`src/core/smms_pkg.sv`:
```
// Purpose: constants and types shared by the spread-modem mode sequencer
// Assumes: 10 MHz sys_clk, register port with one-cycle read latency
package smms_pkg;
    localparam logic [7:0] ADDR_BUF_DATA = 8'h00;
    localparam logic [7:0] ADDR_OPMODE = 8'h01;
    localparam logic [7:0] ADDR_FRF_MSB = 8'h06;
    localparam logic [7:0] ADDR_FRF_MID = 8'h07;
    localparam logic [7:0] ADDR_FRF_LSB = 8'h08;
    localparam logic [7:0] ADDR_PTR = 8'h0d;
    localparam logic [7:0] ADDR_TX_BASE = 8'h0e;
    localparam logic [7:0] ADDR_RX_BASE = 8'h0f;
    localparam logic [7:0] ADDR_FLAGS = 8'h12;
    localparam logic [7:0] ADDR_WIN_MSB = 8'h1e;
    localparam logic [7:0] ADDR_WIN_LSB = 8'h1f;
    localparam logic [7:0] ADDR_TX_LEN = 8'h22;
    localparam logic [7:0] ADDR_RX_COUNT = 8'h13;
    localparam logic [7:0] ADDR_CTRL = 8'h1d;

    // opmode field layout
    localparam int OPM_FAMILY_BIT = 7;
    localparam int OPM_MODE_LSB = 0;
    // flag register layout, write one to clear
    localparam int FLG_RX_TIMEOUT = 7;
    localparam int FLG_RX_DONE = 6;
    localparam int FLG_CRC_ERR = 5;
    localparam int FLG_HDR_OK = 4;
    localparam int FLG_TX_DONE = 3;
    localparam int FLG_CAD_DONE = 2;
    localparam int FLG_CAD_DET = 0;
    // ctrl register: bit 0 selects implicit header
    localparam int CTRL_IMPLICIT_BIT = 0;

    localparam logic [23:0] FRF_RESET = 24'h6c8000;
    localparam logic [9:0] WIN_RESET = 10'h005;
    localparam logic [9:0] WIN_MIN = 10'h004;
    localparam logic [7:0] TX_BASE_RESET = 8'h80;
    localparam logic [7:0] RX_BASE_RESET = 8'h00;
    localparam logic [7:0] TX_LEN_RESET = 8'h01;
    localparam int FRF_STEP_SHIFT = 19;
    localparam int BUF_DEPTH = 256;
    localparam logic [7:0] BUF_LAST = 8'hff;

    typedef enum logic [2:0] {
        MODE_SLEEP = 3'b000,
        MODE_STANDBY = 3'b001,
        MODE_TX_SYNTH = 3'b010,
        MODE_TX = 3'b011,
        MODE_RX_SYNTH = 3'b100,
        MODE_RX_CONT = 3'b101,
        MODE_RX_SINGLE = 3'b110,
        MODE_CAD = 3'b111
    } smms_mode_t;

    typedef enum logic [1:0] {
        RX_SEARCH = 2'b00,
        RX_HEADER = 2'b01,
        RX_PAYLOAD = 2'b10
    } smms_rx_t;
endpackage

```
`src/core/smms_buf_if.sv`:
```
`timescale 1ns/10ps
// Purpose: port bundle between sequencer and packet buffer
// Assumes: single clock, read data registered in the memory
// Notes: clear wipes the whole buffer one word per cycle
interface smms_buf_if;
    logic we;
    logic [7:0] waddr;
    logic [7:0] wdata;
    logic [7:0] raddr;
    logic [7:0] rdata;
    logic clear;
    logic busy;
    modport ctl (output we, waddr, wdata, raddr, clear, input rdata, busy);
    modport mem (input we, waddr, wdata, raddr, clear, output rdata, busy);
endinterface

```
`src/core/smms_seq.sv`:
```
`timescale 1ns/10ps
// Purpose: operating-mode sequencer for the spread-spectrum modem
// Assumes: modem events arrive as one-cycle pulses on sys_clk
// Notes: register reads return one cycle after the strobe
module smms_seq (
    input wire logic sys_clk,
    input wire logic rstn,
    input wire logic [7:0] reg_addr,
    input wire logic [7:0] reg_wdata,
    input wire logic reg_wr,
    input wire logic reg_rd,
    output logic [7:0] reg_rdata,
    input wire logic symbol_tick,
    input wire logic preamble_found,
    input wire logic header_found,
    input wire logic payload_end,
    input wire logic crc_bad,
    input wire logic rx_byte_valid,
    input wire logic [7:0] rx_byte,
    input wire logic tx_byte_req,
    input wire logic tx_finished,
    input wire logic cad_finished,
    input wire logic cad_hit,
    output logic [7:0] tx_byte,
    output logic spread_modem_select,
    output logic baseband_en,
    output logic tx_pll_en,
    output logic rx_pll_en,
    output logic rf_tx_en,
    output logic pa_ramp_en,
    output logic rf_rx_en,
    output logic gain_freeze,
    output logic cad_en,
    output logic [23:0] carrier_word
);
    import smms_pkg::*;

    typedef struct packed {
        smms_mode_t mode;
        logic family;
        logic [23:0] frf;
        logic [7:0] ptr;
        logic [7:0] tx_base;
        logic [7:0] rx_base;
        logic [7:0] tx_len;
        logic [9:0] win;
        logic implicit_hdr;
        logic [7:0] flags;
        smms_rx_t rx_st;
        logic [9:0] sym_cnt;
        logic [7:0] rx_wptr;
        logic [7:0] rx_count;
        logic [7:0] tx_rptr;
        logic buf_rd_pend;
        logic [7:0] rdata;
        logic [10:0] outs;
    } smms_seq_t;
    smms_seq_t st_ff, nxt_st;

    smms_buf_if bif();
    smms_buf_mem u_mem (
        .sys_clk(sys_clk),
        .rstn(rstn),
        .bus(bif)
    );

    function automatic logic sel(input logic [7:0] a, input logic [7:0] want);
        return (a == want);
    endfunction

    function automatic logic is_rx(input smms_mode_t m);
        return (m == MODE_RX_CONT) || (m == MODE_RX_SINGLE);
    endfunction

    logic mode_wr;
    logic buf_wr;
    logic buf_rd;
    logic [7:0] clr;
    smms_mode_t req_mode;

    always_comb begin
        mode_wr = reg_wr && sel(reg_addr, ADDR_OPMODE);
        req_mode = smms_mode_t'(reg_wdata[OPM_MODE_LSB +: 3]);
        // buffer port is dead in sleep and while the wipe runs
        buf_wr = reg_wr && sel(reg_addr, ADDR_BUF_DATA) && st_ff.mode != MODE_SLEEP
            && !bif.busy;
        buf_rd = reg_rd && sel(reg_addr, ADDR_BUF_DATA) && st_ff.mode != MODE_SLEEP
            && !bif.busy;
        clr = (reg_wr && sel(reg_addr, ADDR_FLAGS)) ? reg_wdata : 8'h00;
    end

    always_comb begin
        nxt_st = st_ff;
        bif.we = 1'b0;
        bif.waddr = st_ff.rx_wptr;
        bif.wdata = rx_byte;
        bif.raddr = st_ff.ptr;
        bif.clear = 1'b0;

        // software clears first so hardware sets below win
        nxt_st.flags = st_ff.flags & ~clr;

        if (reg_wr) begin
            case (reg_addr)
                ADDR_OPMODE: begin
                    nxt_st.mode = req_mode;
                    if (st_ff.mode == MODE_SLEEP) begin
                        nxt_st.family = reg_wdata[OPM_FAMILY_BIT];
                    end
                    if (req_mode == MODE_SLEEP && st_ff.mode != MODE_SLEEP) begin
                        bif.clear = 1'b1;
                    end
                end
                ADDR_FRF_MSB: nxt_st.frf[23:16] = reg_wdata;
                ADDR_FRF_MID: nxt_st.frf[15:8] = reg_wdata;
                ADDR_FRF_LSB: nxt_st.frf[7:0] = reg_wdata;
                ADDR_PTR: nxt_st.ptr = reg_wdata;
                ADDR_TX_BASE: nxt_st.tx_base = reg_wdata;
                ADDR_RX_BASE: nxt_st.rx_base = reg_wdata;
                ADDR_TX_LEN: nxt_st.tx_len = reg_wdata;
                ADDR_CTRL: nxt_st.implicit_hdr = reg_wdata[CTRL_IMPLICIT_BIT];
                ADDR_WIN_MSB: nxt_st.win[9:8] = reg_wdata[1:0];
                ADDR_WIN_LSB: nxt_st.win[7:0] = reg_wdata;
                default: ;
            endcase
        end

        // host buffer port, pointer steps after every access
        if (buf_wr) begin
            bif.we = 1'b1;
            bif.waddr = st_ff.ptr;
            bif.wdata = reg_wdata;
            nxt_st.ptr = st_ff.ptr + 8'h01;
        end
        if (buf_rd) begin
            nxt_st.ptr = st_ff.ptr + 8'h01;
        end
        nxt_st.buf_rd_pend = buf_rd;

        // mode entry resets the receive search and timeout count
        if (mode_wr) begin
            nxt_st.rx_st = RX_SEARCH;
            nxt_st.sym_cnt = 10'h000;
            nxt_st.rx_wptr = st_ff.rx_base;
            nxt_st.rx_count = 8'h00;
            nxt_st.tx_rptr = st_ff.tx_base;
        end else begin
            case (st_ff.mode)
                MODE_TX: begin
                    if (tx_byte_req) begin
                        nxt_st.tx_rptr = st_ff.tx_rptr + 8'h01;
                    end
                    if (tx_finished) begin
                        nxt_st.flags[FLG_TX_DONE] = 1'b1;
                        nxt_st.mode = MODE_STANDBY;
                    end
                end
                MODE_RX_SINGLE, MODE_RX_CONT: begin
                    case (st_ff.rx_st)
                        RX_SEARCH: begin
                            if (preamble_found) begin
                                nxt_st.sym_cnt = 10'h000;
                                nxt_st.rx_st = st_ff.implicit_hdr ? RX_PAYLOAD
                                    : RX_HEADER;
                            end else if (symbol_tick) begin
                                // a window below the minimum acts as the minimum
                                if (st_ff.sym_cnt + 10'h001 >=
                                    ((st_ff.win < WIN_MIN) ? WIN_MIN : st_ff.win)) begin
                                    nxt_st.flags[FLG_RX_TIMEOUT] = 1'b1;
                                    nxt_st.sym_cnt = 10'h000;
                                    if (st_ff.mode == MODE_RX_SINGLE) begin
                                        nxt_st.mode = MODE_STANDBY;
                                    end
                                end else begin
                                    nxt_st.sym_cnt = st_ff.sym_cnt + 10'h001;
                                end
                            end
                        end
                        RX_HEADER: begin
                            if (header_found) begin
                                nxt_st.flags[FLG_HDR_OK] = 1'b1;
                                nxt_st.rx_st = RX_PAYLOAD;
                            end
                        end
                        RX_PAYLOAD: begin
                            if (rx_byte_valid) begin
                                bif.we = !buf_wr;
                                nxt_st.rx_wptr = st_ff.rx_wptr + 8'h01;
                                nxt_st.rx_count = st_ff.rx_count + 8'h01;
                            end
                            if (payload_end) begin
                                nxt_st.flags[FLG_RX_DONE] = 1'b1;
                                if (crc_bad) begin
                                    nxt_st.flags[FLG_CRC_ERR] = 1'b1;
                                end
                                nxt_st.rx_st = RX_SEARCH;
                                if (st_ff.mode == MODE_RX_SINGLE) begin
                                    nxt_st.mode = MODE_STANDBY;
                                end
                            end
                        end
                        default: nxt_st.rx_st = RX_SEARCH;
                    endcase
                end
                MODE_CAD: begin
                    if (cad_finished) begin
                        nxt_st.flags[FLG_CAD_DONE] = 1'b1;
                        nxt_st.flags[FLG_CAD_DET] = cad_hit | nxt_st.flags[FLG_CAD_DET];
                        nxt_st.mode = MODE_STANDBY;
                    end
                end
                default: ;
            endcase
        end

        // read data, one cycle after the strobe
        nxt_st.rdata = 8'h00;
        if (reg_rd) begin
            case (reg_addr)
                ADDR_OPMODE: nxt_st.rdata = {st_ff.family, 4'h0, st_ff.mode};
                ADDR_FRF_MSB: nxt_st.rdata = st_ff.frf[23:16];
                ADDR_FRF_MID: nxt_st.rdata = st_ff.frf[15:8];
                ADDR_FRF_LSB: nxt_st.rdata = st_ff.frf[7:0];
                ADDR_PTR: nxt_st.rdata = st_ff.ptr;
                ADDR_TX_BASE: nxt_st.rdata = st_ff.tx_base;
                ADDR_RX_BASE: nxt_st.rdata = st_ff.rx_base;
                ADDR_TX_LEN: nxt_st.rdata = st_ff.tx_len;
                ADDR_CTRL: nxt_st.rdata = {7'h00, st_ff.implicit_hdr};
                ADDR_FLAGS: nxt_st.rdata = st_ff.flags;
                ADDR_RX_COUNT: nxt_st.rdata = st_ff.rx_count;
                ADDR_WIN_MSB: nxt_st.rdata = {6'h00, st_ff.win[9:8]};
                ADDR_WIN_LSB: nxt_st.rdata = st_ff.win[7:0];
                default: nxt_st.rdata = 8'h00;
            endcase
        end

        // resource enables follow the mode being entered
        case (nxt_st.mode)
            MODE_SLEEP: nxt_st.outs = 11'b000_0000_0000;
            MODE_STANDBY: nxt_st.outs = 11'b100_0000_0000;
            MODE_TX_SYNTH: nxt_st.outs = 11'b110_0000_0000;
            MODE_RX_SYNTH: nxt_st.outs = 11'b101_0000_0000;
            MODE_TX: nxt_st.outs = 11'b110_1100_0000;
            MODE_RX_CONT, MODE_RX_SINGLE: nxt_st.outs = 11'b101_0001_0000;
            MODE_CAD: nxt_st.outs = 11'b101_0001_1000;
            default: nxt_st.outs = 11'b000_0000_0000;
        endcase
        nxt_st.outs[5] = nxt_st.outs[4] && is_rx(nxt_st.mode)
            && nxt_st.rx_st != RX_SEARCH;
        bif.raddr = (st_ff.mode == MODE_TX) ? st_ff.tx_rptr : nxt_st.ptr;
    end

    always_ff @(posedge sys_clk) begin
        if (!rstn) begin
            st_ff <= '{mode: MODE_SLEEP, family: 1'b0, frf: FRF_RESET, ptr: 8'h00,
                tx_base: TX_BASE_RESET, rx_base: RX_BASE_RESET, tx_len: TX_LEN_RESET,
                win: WIN_RESET, implicit_hdr: 1'b0, flags: 8'h00, rx_st: RX_SEARCH,
                sym_cnt: 10'h000, rx_wptr: 8'h00, rx_count: 8'h00, tx_rptr: 8'h00,
                buf_rd_pend: 1'b0, rdata: 8'h00, outs: 11'h000};
        end else begin
            st_ff <= nxt_st;
        end
    end

    // buffer reads come from the memory register, others from rdata
    always_ff @(posedge sys_clk) begin
        if (!rstn) begin
            reg_rdata <= 8'h00;
            tx_byte <= 8'h00;
        end else begin
            reg_rdata <= nxt_st.buf_rd_pend ? bif.rdata : nxt_st.rdata;
            tx_byte <= (st_ff.mode == MODE_TX) ? bif.rdata : 8'h00;
        end
    end

    assign spread_modem_select = st_ff.family;
    assign baseband_en = st_ff.outs[10];
    assign tx_pll_en = st_ff.outs[9];
    assign rx_pll_en = st_ff.outs[8];
    assign rf_tx_en = st_ff.outs[7];
    assign pa_ramp_en = st_ff.outs[6];
    assign rf_rx_en = st_ff.outs[4];
    assign gain_freeze = st_ff.outs[5];
    assign cad_en = st_ff.outs[3];
    assign carrier_word = st_ff.frf;
endmodule

```
`src/core/smms_buf_mem.sv`:
```
`timescale 1ns/10ps
// Purpose: 256-byte packet buffer with registered read and sweep clear
// Assumes: clear is a one-cycle request
// Notes: writes during a sweep are dropped
module smms_buf_mem (
    input wire logic sys_clk,
    input wire logic rstn,
    smms_buf_if.mem bus
);
    import smms_pkg::*;
    logic [7:0] mem [0:BUF_DEPTH-1];
    typedef struct packed {
        logic busy;
        logic [7:0] idx;
        logic [7:0] rdata;
    } smms_bm_t;
    smms_bm_t st_ff, nxt_st;

    always_comb begin
        nxt_st = st_ff;
        nxt_st.rdata = mem[bus.raddr];
        if (bus.clear) begin
            nxt_st.busy = 1'b1;
            nxt_st.idx = 8'h00;
        end else if (st_ff.busy) begin
            nxt_st.idx = st_ff.idx + 8'h01;
            if (st_ff.idx == BUF_LAST) begin
                nxt_st.busy = 1'b0;
            end
        end
    end

    always_ff @(posedge sys_clk) begin
        if (!rstn) begin
            st_ff <= '0;
        end else begin
            st_ff <= nxt_st;
        end
        // sweep has priority so a cleared buffer really reads zero
        if (st_ff.busy) begin
            mem[st_ff.idx] <= 8'h00;
        end else if (bus.we) begin
            mem[bus.waddr] <= bus.wdata;
        end
    end

    assign bus.rdata = st_ff.rdata;
    assign bus.busy = st_ff.busy;
endmodule

```
`config.mk`:
```
export PLATFORM = sky130hd
export DESIGN_NAME = smms_seq
export DESIGN_NICKNAME = d
export VERILOG_FILES = /design/src/core/smms_pkg.sv /design/src/core/smms_buf_if.sv /design/src/core/smms_seq.sv /design/src/core/smms_buf_mem.sv
export SDC_FILE = /design/constraint.sdc
export NUM_CORES = 2
export LEC_CHECK = 0
export BUFFER_PORTS_ARGS = -buffer_cell sky130_fd_sc_hd__clkbuf_2
export CAP_MARGIN = 20
export CORE_ASPECT_RATIO = 1.1
export CORE_MARGIN = 4
export CORE_UTILIZATION = 40
export DETAILED_ROUTE_END_ITERATION = 12
export HOLD_SLACK_MARGIN = 0.02
export PLACE_DENSITY_LB_ADDON = 0.12
export SLEW_MARGIN = 20
export SYNTH_ARGS = -nofsm -noshare
export SYNTH_HDL_FRONTEND = slang
export SYNTH_SLANG_ARGS = --single-unit
```
`constraint.sdc`:
```
create_clock -name sys_clk -period 30.2 [get_ports sys_clk]
set_input_delay 0 -clock sys_clk [delete_from_list [all_inputs] [get_ports sys_clk]]
set_output_delay 0 -clock sys_clk [all_outputs]
set_load 0.03 [all_outputs]
```
* After elaboration in Yosys (flattened, before gate mapping)
Memories as Yosys holds them, arrays and structs flattened. A register that Yosys moved wholly into a read port is not among the register bits. Cells that the tools add are included.
Storage, ports and cells: RAM bits 2048, output and inout port bits 49, register bits after elaboration 151, logic and storage cells 190, ROM bits 56, memories kept 2, input bits 38
Operators by class: add/sub/neg operators 6, reductions and logical operators 46, magnitude comparators 2, equal/unequal tests 22, bitwise operators 4, muxes and demuxes 85
Memories:
- u_mem.mem | depth 256, width 8, read ports 1, clocked after Yosys merged registers in 1, wr ports 1, line smms_buf_mem.sv:11 | logic [7:0] mem [0:BUF_DEPTH-1];
- (no name shown) | depth 8, width 7, read ports 1, clocked after Yosys merged registers in 0, wr ports 0, line smms_seq.sv:238 | case (nxt_st.mode)
Operators by type and width (count):
- two-way mux 8 bit | 20
- one-hot mux 8 bit (13 select lines) | 1
- two-way mux 71 bit | 1
- two-way mux 10 bit | 5
- adder 8 x 1 -> 8 bit (second input constant) | 5
- == test 8 x 5 -> 1 bit (second input constant) | 5
- two-way mux 36 bit | 1
- == test 8 x 4 -> 1 bit (second input constant) | 4
- two-way mux 16 bit | 2
- two-way mux 1 bit | 31
- two-way mux 28 bit | 1
- two-way mux 3 bit | 8
- AND reduction 2 bit | 11
- two-way mux 9 bit | 2
- == test 8 x 3 -> 1 bit (second input constant) | 2
- == test 3 bit (second input constant) | 5
- two-way mux 2 bit | 7
- nonzero test 2 bit | 7
- AND reduction 3 bit | 4
- logical AND 1 bit | 11
- adder 10 x 1 -> 10 bit (second input constant) | 1
- greater-or-equal comparator 10 bit | 1
- < comparator 10 x 3 -> 1 bit (second input constant) | 1
- one-hot mux 3 bit (3 select lines) | 1
- 22 further kinds | 28

* Logic depth before layout (Yosys ltp)
word-level depth 15, mapped depth 20, gate-level depth less buffers 15

* Hierarchy
From an unflattened synthesis, not the netlist that was laid out.
Unflattened totals: cells, all modules 4994, area total of the unflattened synthesis 88474.9 µm²
By module, submodules not included:
- smms_buf_mem | times used 1, area each 81056.5 µm², cells each 4104, sequential area each 61839.3 µm²
- smms_seq | times used 1, area each 7418.4 µm², cells each 890, sequential area each 2742.6 µm²

* Worst setup path before layout
OpenSTA, ideal clock, no wires.
path type reg-to-reg, start point reg st_ff[132] (netlist bit), end point mem u_mem.mem[0][0], data pin, cell stages (with the launch flop) 11, required time 28627 ps, path buffers 3, clock period less this slack 10459 ps, arrival 8886 ps, setup slack 19741 ps, cell sequence dfxtp_1 > clkbuf_1 > nor3_1 > nor4_1 > and3_1 > and2_1 > clkbuf_1 > xnor2_1 > nand2b_1 > clkbuf_1 > a21oi_1
On the way: word-level cells in the longest chain between the ends 13, elaborated cells between the ends (all ways) 18, classes of those cells eq/ne: 2; mux: 10; reduce/logical: 6
RTL lines:
- start: declaration | line smms_seq.sv:58 | smms_seq_t st_ff, nxt_st;
- start signal: assignment | line smms_seq.sv:255 | st_ff <= '{mode: MODE_SLEEP, family: 1'b0, frf: FRF_RESET, ptr: 8'h00,
- start signal: assignment | line smms_seq.sv:261 | st_ff <= nxt_st;
- nonzero test 3 bit | line smms_seq.sv:85 | buf_wr = reg_wr && sel(reg_addr, ADDR_BUF_DATA) && st_ff.mode != MODE_SLEEP
- logical AND 1 bit | line smms_seq.sv:85
- logical AND 1 bit | line smms_seq.sv:86 | && !bif.busy;
- two-way mux 1 bit or zero test 1 bit (tied branches) | line smms_seq.sv:129, smms_seq.sv:187
- two-way mux 1 bit | line smms_seq.sv:186 | if (rx_byte_valid) begin
- two-way mux 1 bit | line smms_seq.sv:159 | case (st_ff.rx_st)
- two-way mux 1 bit | line smms_seq.sv:148 | case (st_ff.mode)
- two-way mux 1 bit | line smms_seq.sv:141 | if (mode_wr) begin
- two-way mux 1 bit | line smms_buf_mem.sv:42 | end else if (bus.we) begin
- two-way mux 1 bit | line smms_buf_mem.sv:40 | if (st_ff.busy) begin
- two-way mux 1 bit (implied by the code) | line smms_buf_mem.sv:43 | mem[bus.waddr] <= bus.wdata;
- OR reduction 8 bit (no line)
- two-way mux 8 bit (no line) (*)
- end: declaration | line smms_buf_mem.sv:11
Every way passes the cells marked *; elsewhere a longest branch is shown, timed or not.

==> flow_summary.yaml <==
clock_tree:
  cts_tree: "yes"
  cts_resized: 0
  root_buffer: "clkbuf_16"
  cts_buffers: 224
  clock-sinks: 2202
  h-tree-depth: 4
  post_cts_buffers: 0
  clock_latency_ns: 0.86
  path_clk_slew_ns: 0.06
  cts.path.max_buffers: 3
drt:
  drc: 0
  ant_nets: 0
  routed_wl_um: 271900
  drt_iter0_markers: 6253
  routed-wl-met3_um: 16140
  viasPerCell: 5.710
  via_count: 58060
  wl_met2_um: 128300
  post_drt_wl_per_cell_um: 26.74
  topRoutingLayerUsed: "met4"
  met1_length_um: 118400
  first_pass_iters: 5
final_layout:
  ff_latch_area_um2: 64580
  fillers: 20030
  drive_above_1_share_pct: 8.169
  final_cell_mix: "2,048 x edfxtp_1, 1,784 x nand2_1, 534 x nand3_1"
  final_common_cell: "edfxtp_1"
  multiInputGateArea_um2: 22440
  nets: 7107
  syn2layout_area_growth_pct: 11.81
worst_setup_path:
  worstReg2RegStart: "rx_pll_en"
  r2r_setup_slack_ns: 22.42
  crit_arrival_ns: 8.56
  cp_max_fo: 75
  worstSetupPathType: "reg2reg"
  worstSetupStartpointType: "register"
  r2r-end: "u_mem.bus.rdata[1]"
  rr_worst_depth: 16
  worstPathRequired_ns: 30.98
  critPathCaptureType: "register"
placed_design:
  preCtsSetupSlack_ns: 22.32
  hpwl_um: 158000
  gp_congestion: 0.8258
  io_buffers: 86
hold_path:
  min_to: "u_mem.mem[188][6]"
  holdCritStartpoint: "rx_byte[6]"
  hp-class: "in2reg"
  hold_depth: 4
synth:
  synth_flop_cell: "edfxtp_1"
  yosysUniqueCellTypes: 81
  synthArstFlopShare_pct: 0
  syn_nets: 7145
  syn_area_um2: 89330
  postSynthCellCount: 7091
  yosysSeqAreaShare_pct: 72.29
  synth.ff_latch_count: 2202
  synth_edf_count: 2048
  syn_area_per_cell_um2: 12.60
  synth_warnings: 0
pwr:
  p_leak_nw: 34.50
  peakVddDrop_uv: 63.71
  powerDensity_nw_per_um2: 60.27
timing:
  tightest_slew_ns: 1.228
  finalCritPeriodShare_pct: 25.77
  slew_headroom_pct: 18.10
  rsz0062_at_grt: "no"
  setup_violations: 0
  setup_ws_ns: 22.42
  setup-tns-final_ns: 0
  period_minus_slack_ns: 7.782
  max_freq_mhz: 128.5
  hold-worst-slack_ns: 0.04532
  skew_ns: 0.02596
  final_max_slew_viol_count: 0
  hold_violations: 0
global_routing:
  grt_pass1_wl_um: 396100
  grt_start_max_net_pins: 185
  grt_pass1_vias: 55670
  antenna_found_initial: 11
  overflow: 0
  track_usage_pct: 23.04
floorplan:
  dieArea_um2: 231000
  core-area_um2: 221700
  die_width_um: 458.6
  io_pins: 87
  die_h_um: 503.6
  num_rows: 181
  start_util_pct: 40.29
flow_run:
  maxCapViolations: 0
outcome:
  outcome: "completed"
## cells by family (layout without fill, tap and decap cells)
group / count (synthesis) / count (layout) / synth area share [%]
buf+inv: 541 / 685 / 2.894
fa+ha+maj: 16 / 16 / 0.2241
other cells: 0 / 5 / 0
flops: 2202 / 2202 / 72.29
compound gates: 1249 / 1249 / 9.275
xor+xnor: 39 / 39 / 0.3824
mux: 79 / 79 / 0.9678
simple gates: 2965 / 2965 / 13.96
## where the power goes
part           total [mW]  internal (mW)  switching (mW)
clock                2.70           1.52            1.18
combinational      0.0374         0.0110          0.0264
sequential           3.28           3.28         0.00143
total                6.02           4.81            1.21
## worst max path at each step
stage | start | endpoint | slack, ns | cells past startpoint
2_1_floorplan | st_ff[132] | u_mem.mem[0][0] | 19.74 | 10
3_3_place_gp | reg_wr | u_mem.bus.rdata[1] | 22.44 | 18
3_5_place_dp | reg_wr | u_mem.bus.rdata[1] | 22.32 | 18
4_1_cts | rx_pll_en | u_mem.bus.rdata[1] | 22.38 | 16
5_1_grt | rx_pll_en | u_mem.bus.rdata[1] | 21.89 | 16
6_report | rx_pll_en | u_mem.bus.rdata[1] | 22.42 | 16
## synth_stat cells (91+ instances only)
cell,number,area share (%)
dfxtp_1,154,3.5
a32oi_1,125,1.2
a21oi_1,518,2.9
edfxtp_1,2048,69
nor2_1,376,1.6
nand3_1,538,3.0
clkbuf_1,205,0.86
buf_2,221,1.2
nand2_1,1796,7.5
and3_1,123,0.86
o21ai_0,91,0.51
a22oi_1,145,1.2
## timing repair
action	CTS	global route
hold endpoints to repair	366	0
hold buffers	63	0
setup endpoints to repair	0	0
## metal layers
metal  track usage [%]  up-vias
li1                  -    26170
met1             32.10    29520
met2             37.21     1958
met3             3.312      420
met4             7.830        0
met5                 0        -
## sequential cells by signal, summed over array words and instances, names as in the netlist, 8 cells and up
register / count
u_mem.mem: 2048
st_ff: 89
carrier_word: 24
reg_rdata: 8
tx_byte: 8
u_mem.bus.rdata: 8
u_mem.st_ff: 8
## area by class of cell
class	count	share of cell area (%)
clock inverters	123	0.9834
well taps	2928	3.668
flip-flops and latches	2202	64.66
inverters	14	0.05261
repair buffers	263	2.117
diodes	5	0.01253
multi-input cells	4348	22.46
clock buffers	285	6.043
## through the flow
step	total power, mW	utilization, %	cell area, µm²	instances
after global placement	3.380	41.55	92110	9689
after global routing	6.190	45.05	99870	10160
after CTS	6.062	45.04	99860	10160
after detailed placement	3.380	41.59	92210	9692
after floorplan	3.364	-	89330	7091
final	6.020	45.05	99880	10170
## critical path: stages (launching register included)
cell and delay (ns):
dfxtp_1 0.58, nor3_1 0.23, or4_1 0.87, nand3_2 0.24, a21o_4 0.67, buf_4 0.77
buf_4 0.76, buf_4 0.72, buf_4 0.60, buf_4 0.64, nand2_1 0.13, and3_1 0.21
a311oi_1 0.23, a31oi_1 0.09, a31oi_1 0.36, nor3_1 0.17, o211ai_1 0.12
Power figures use the tool's default switching activity.
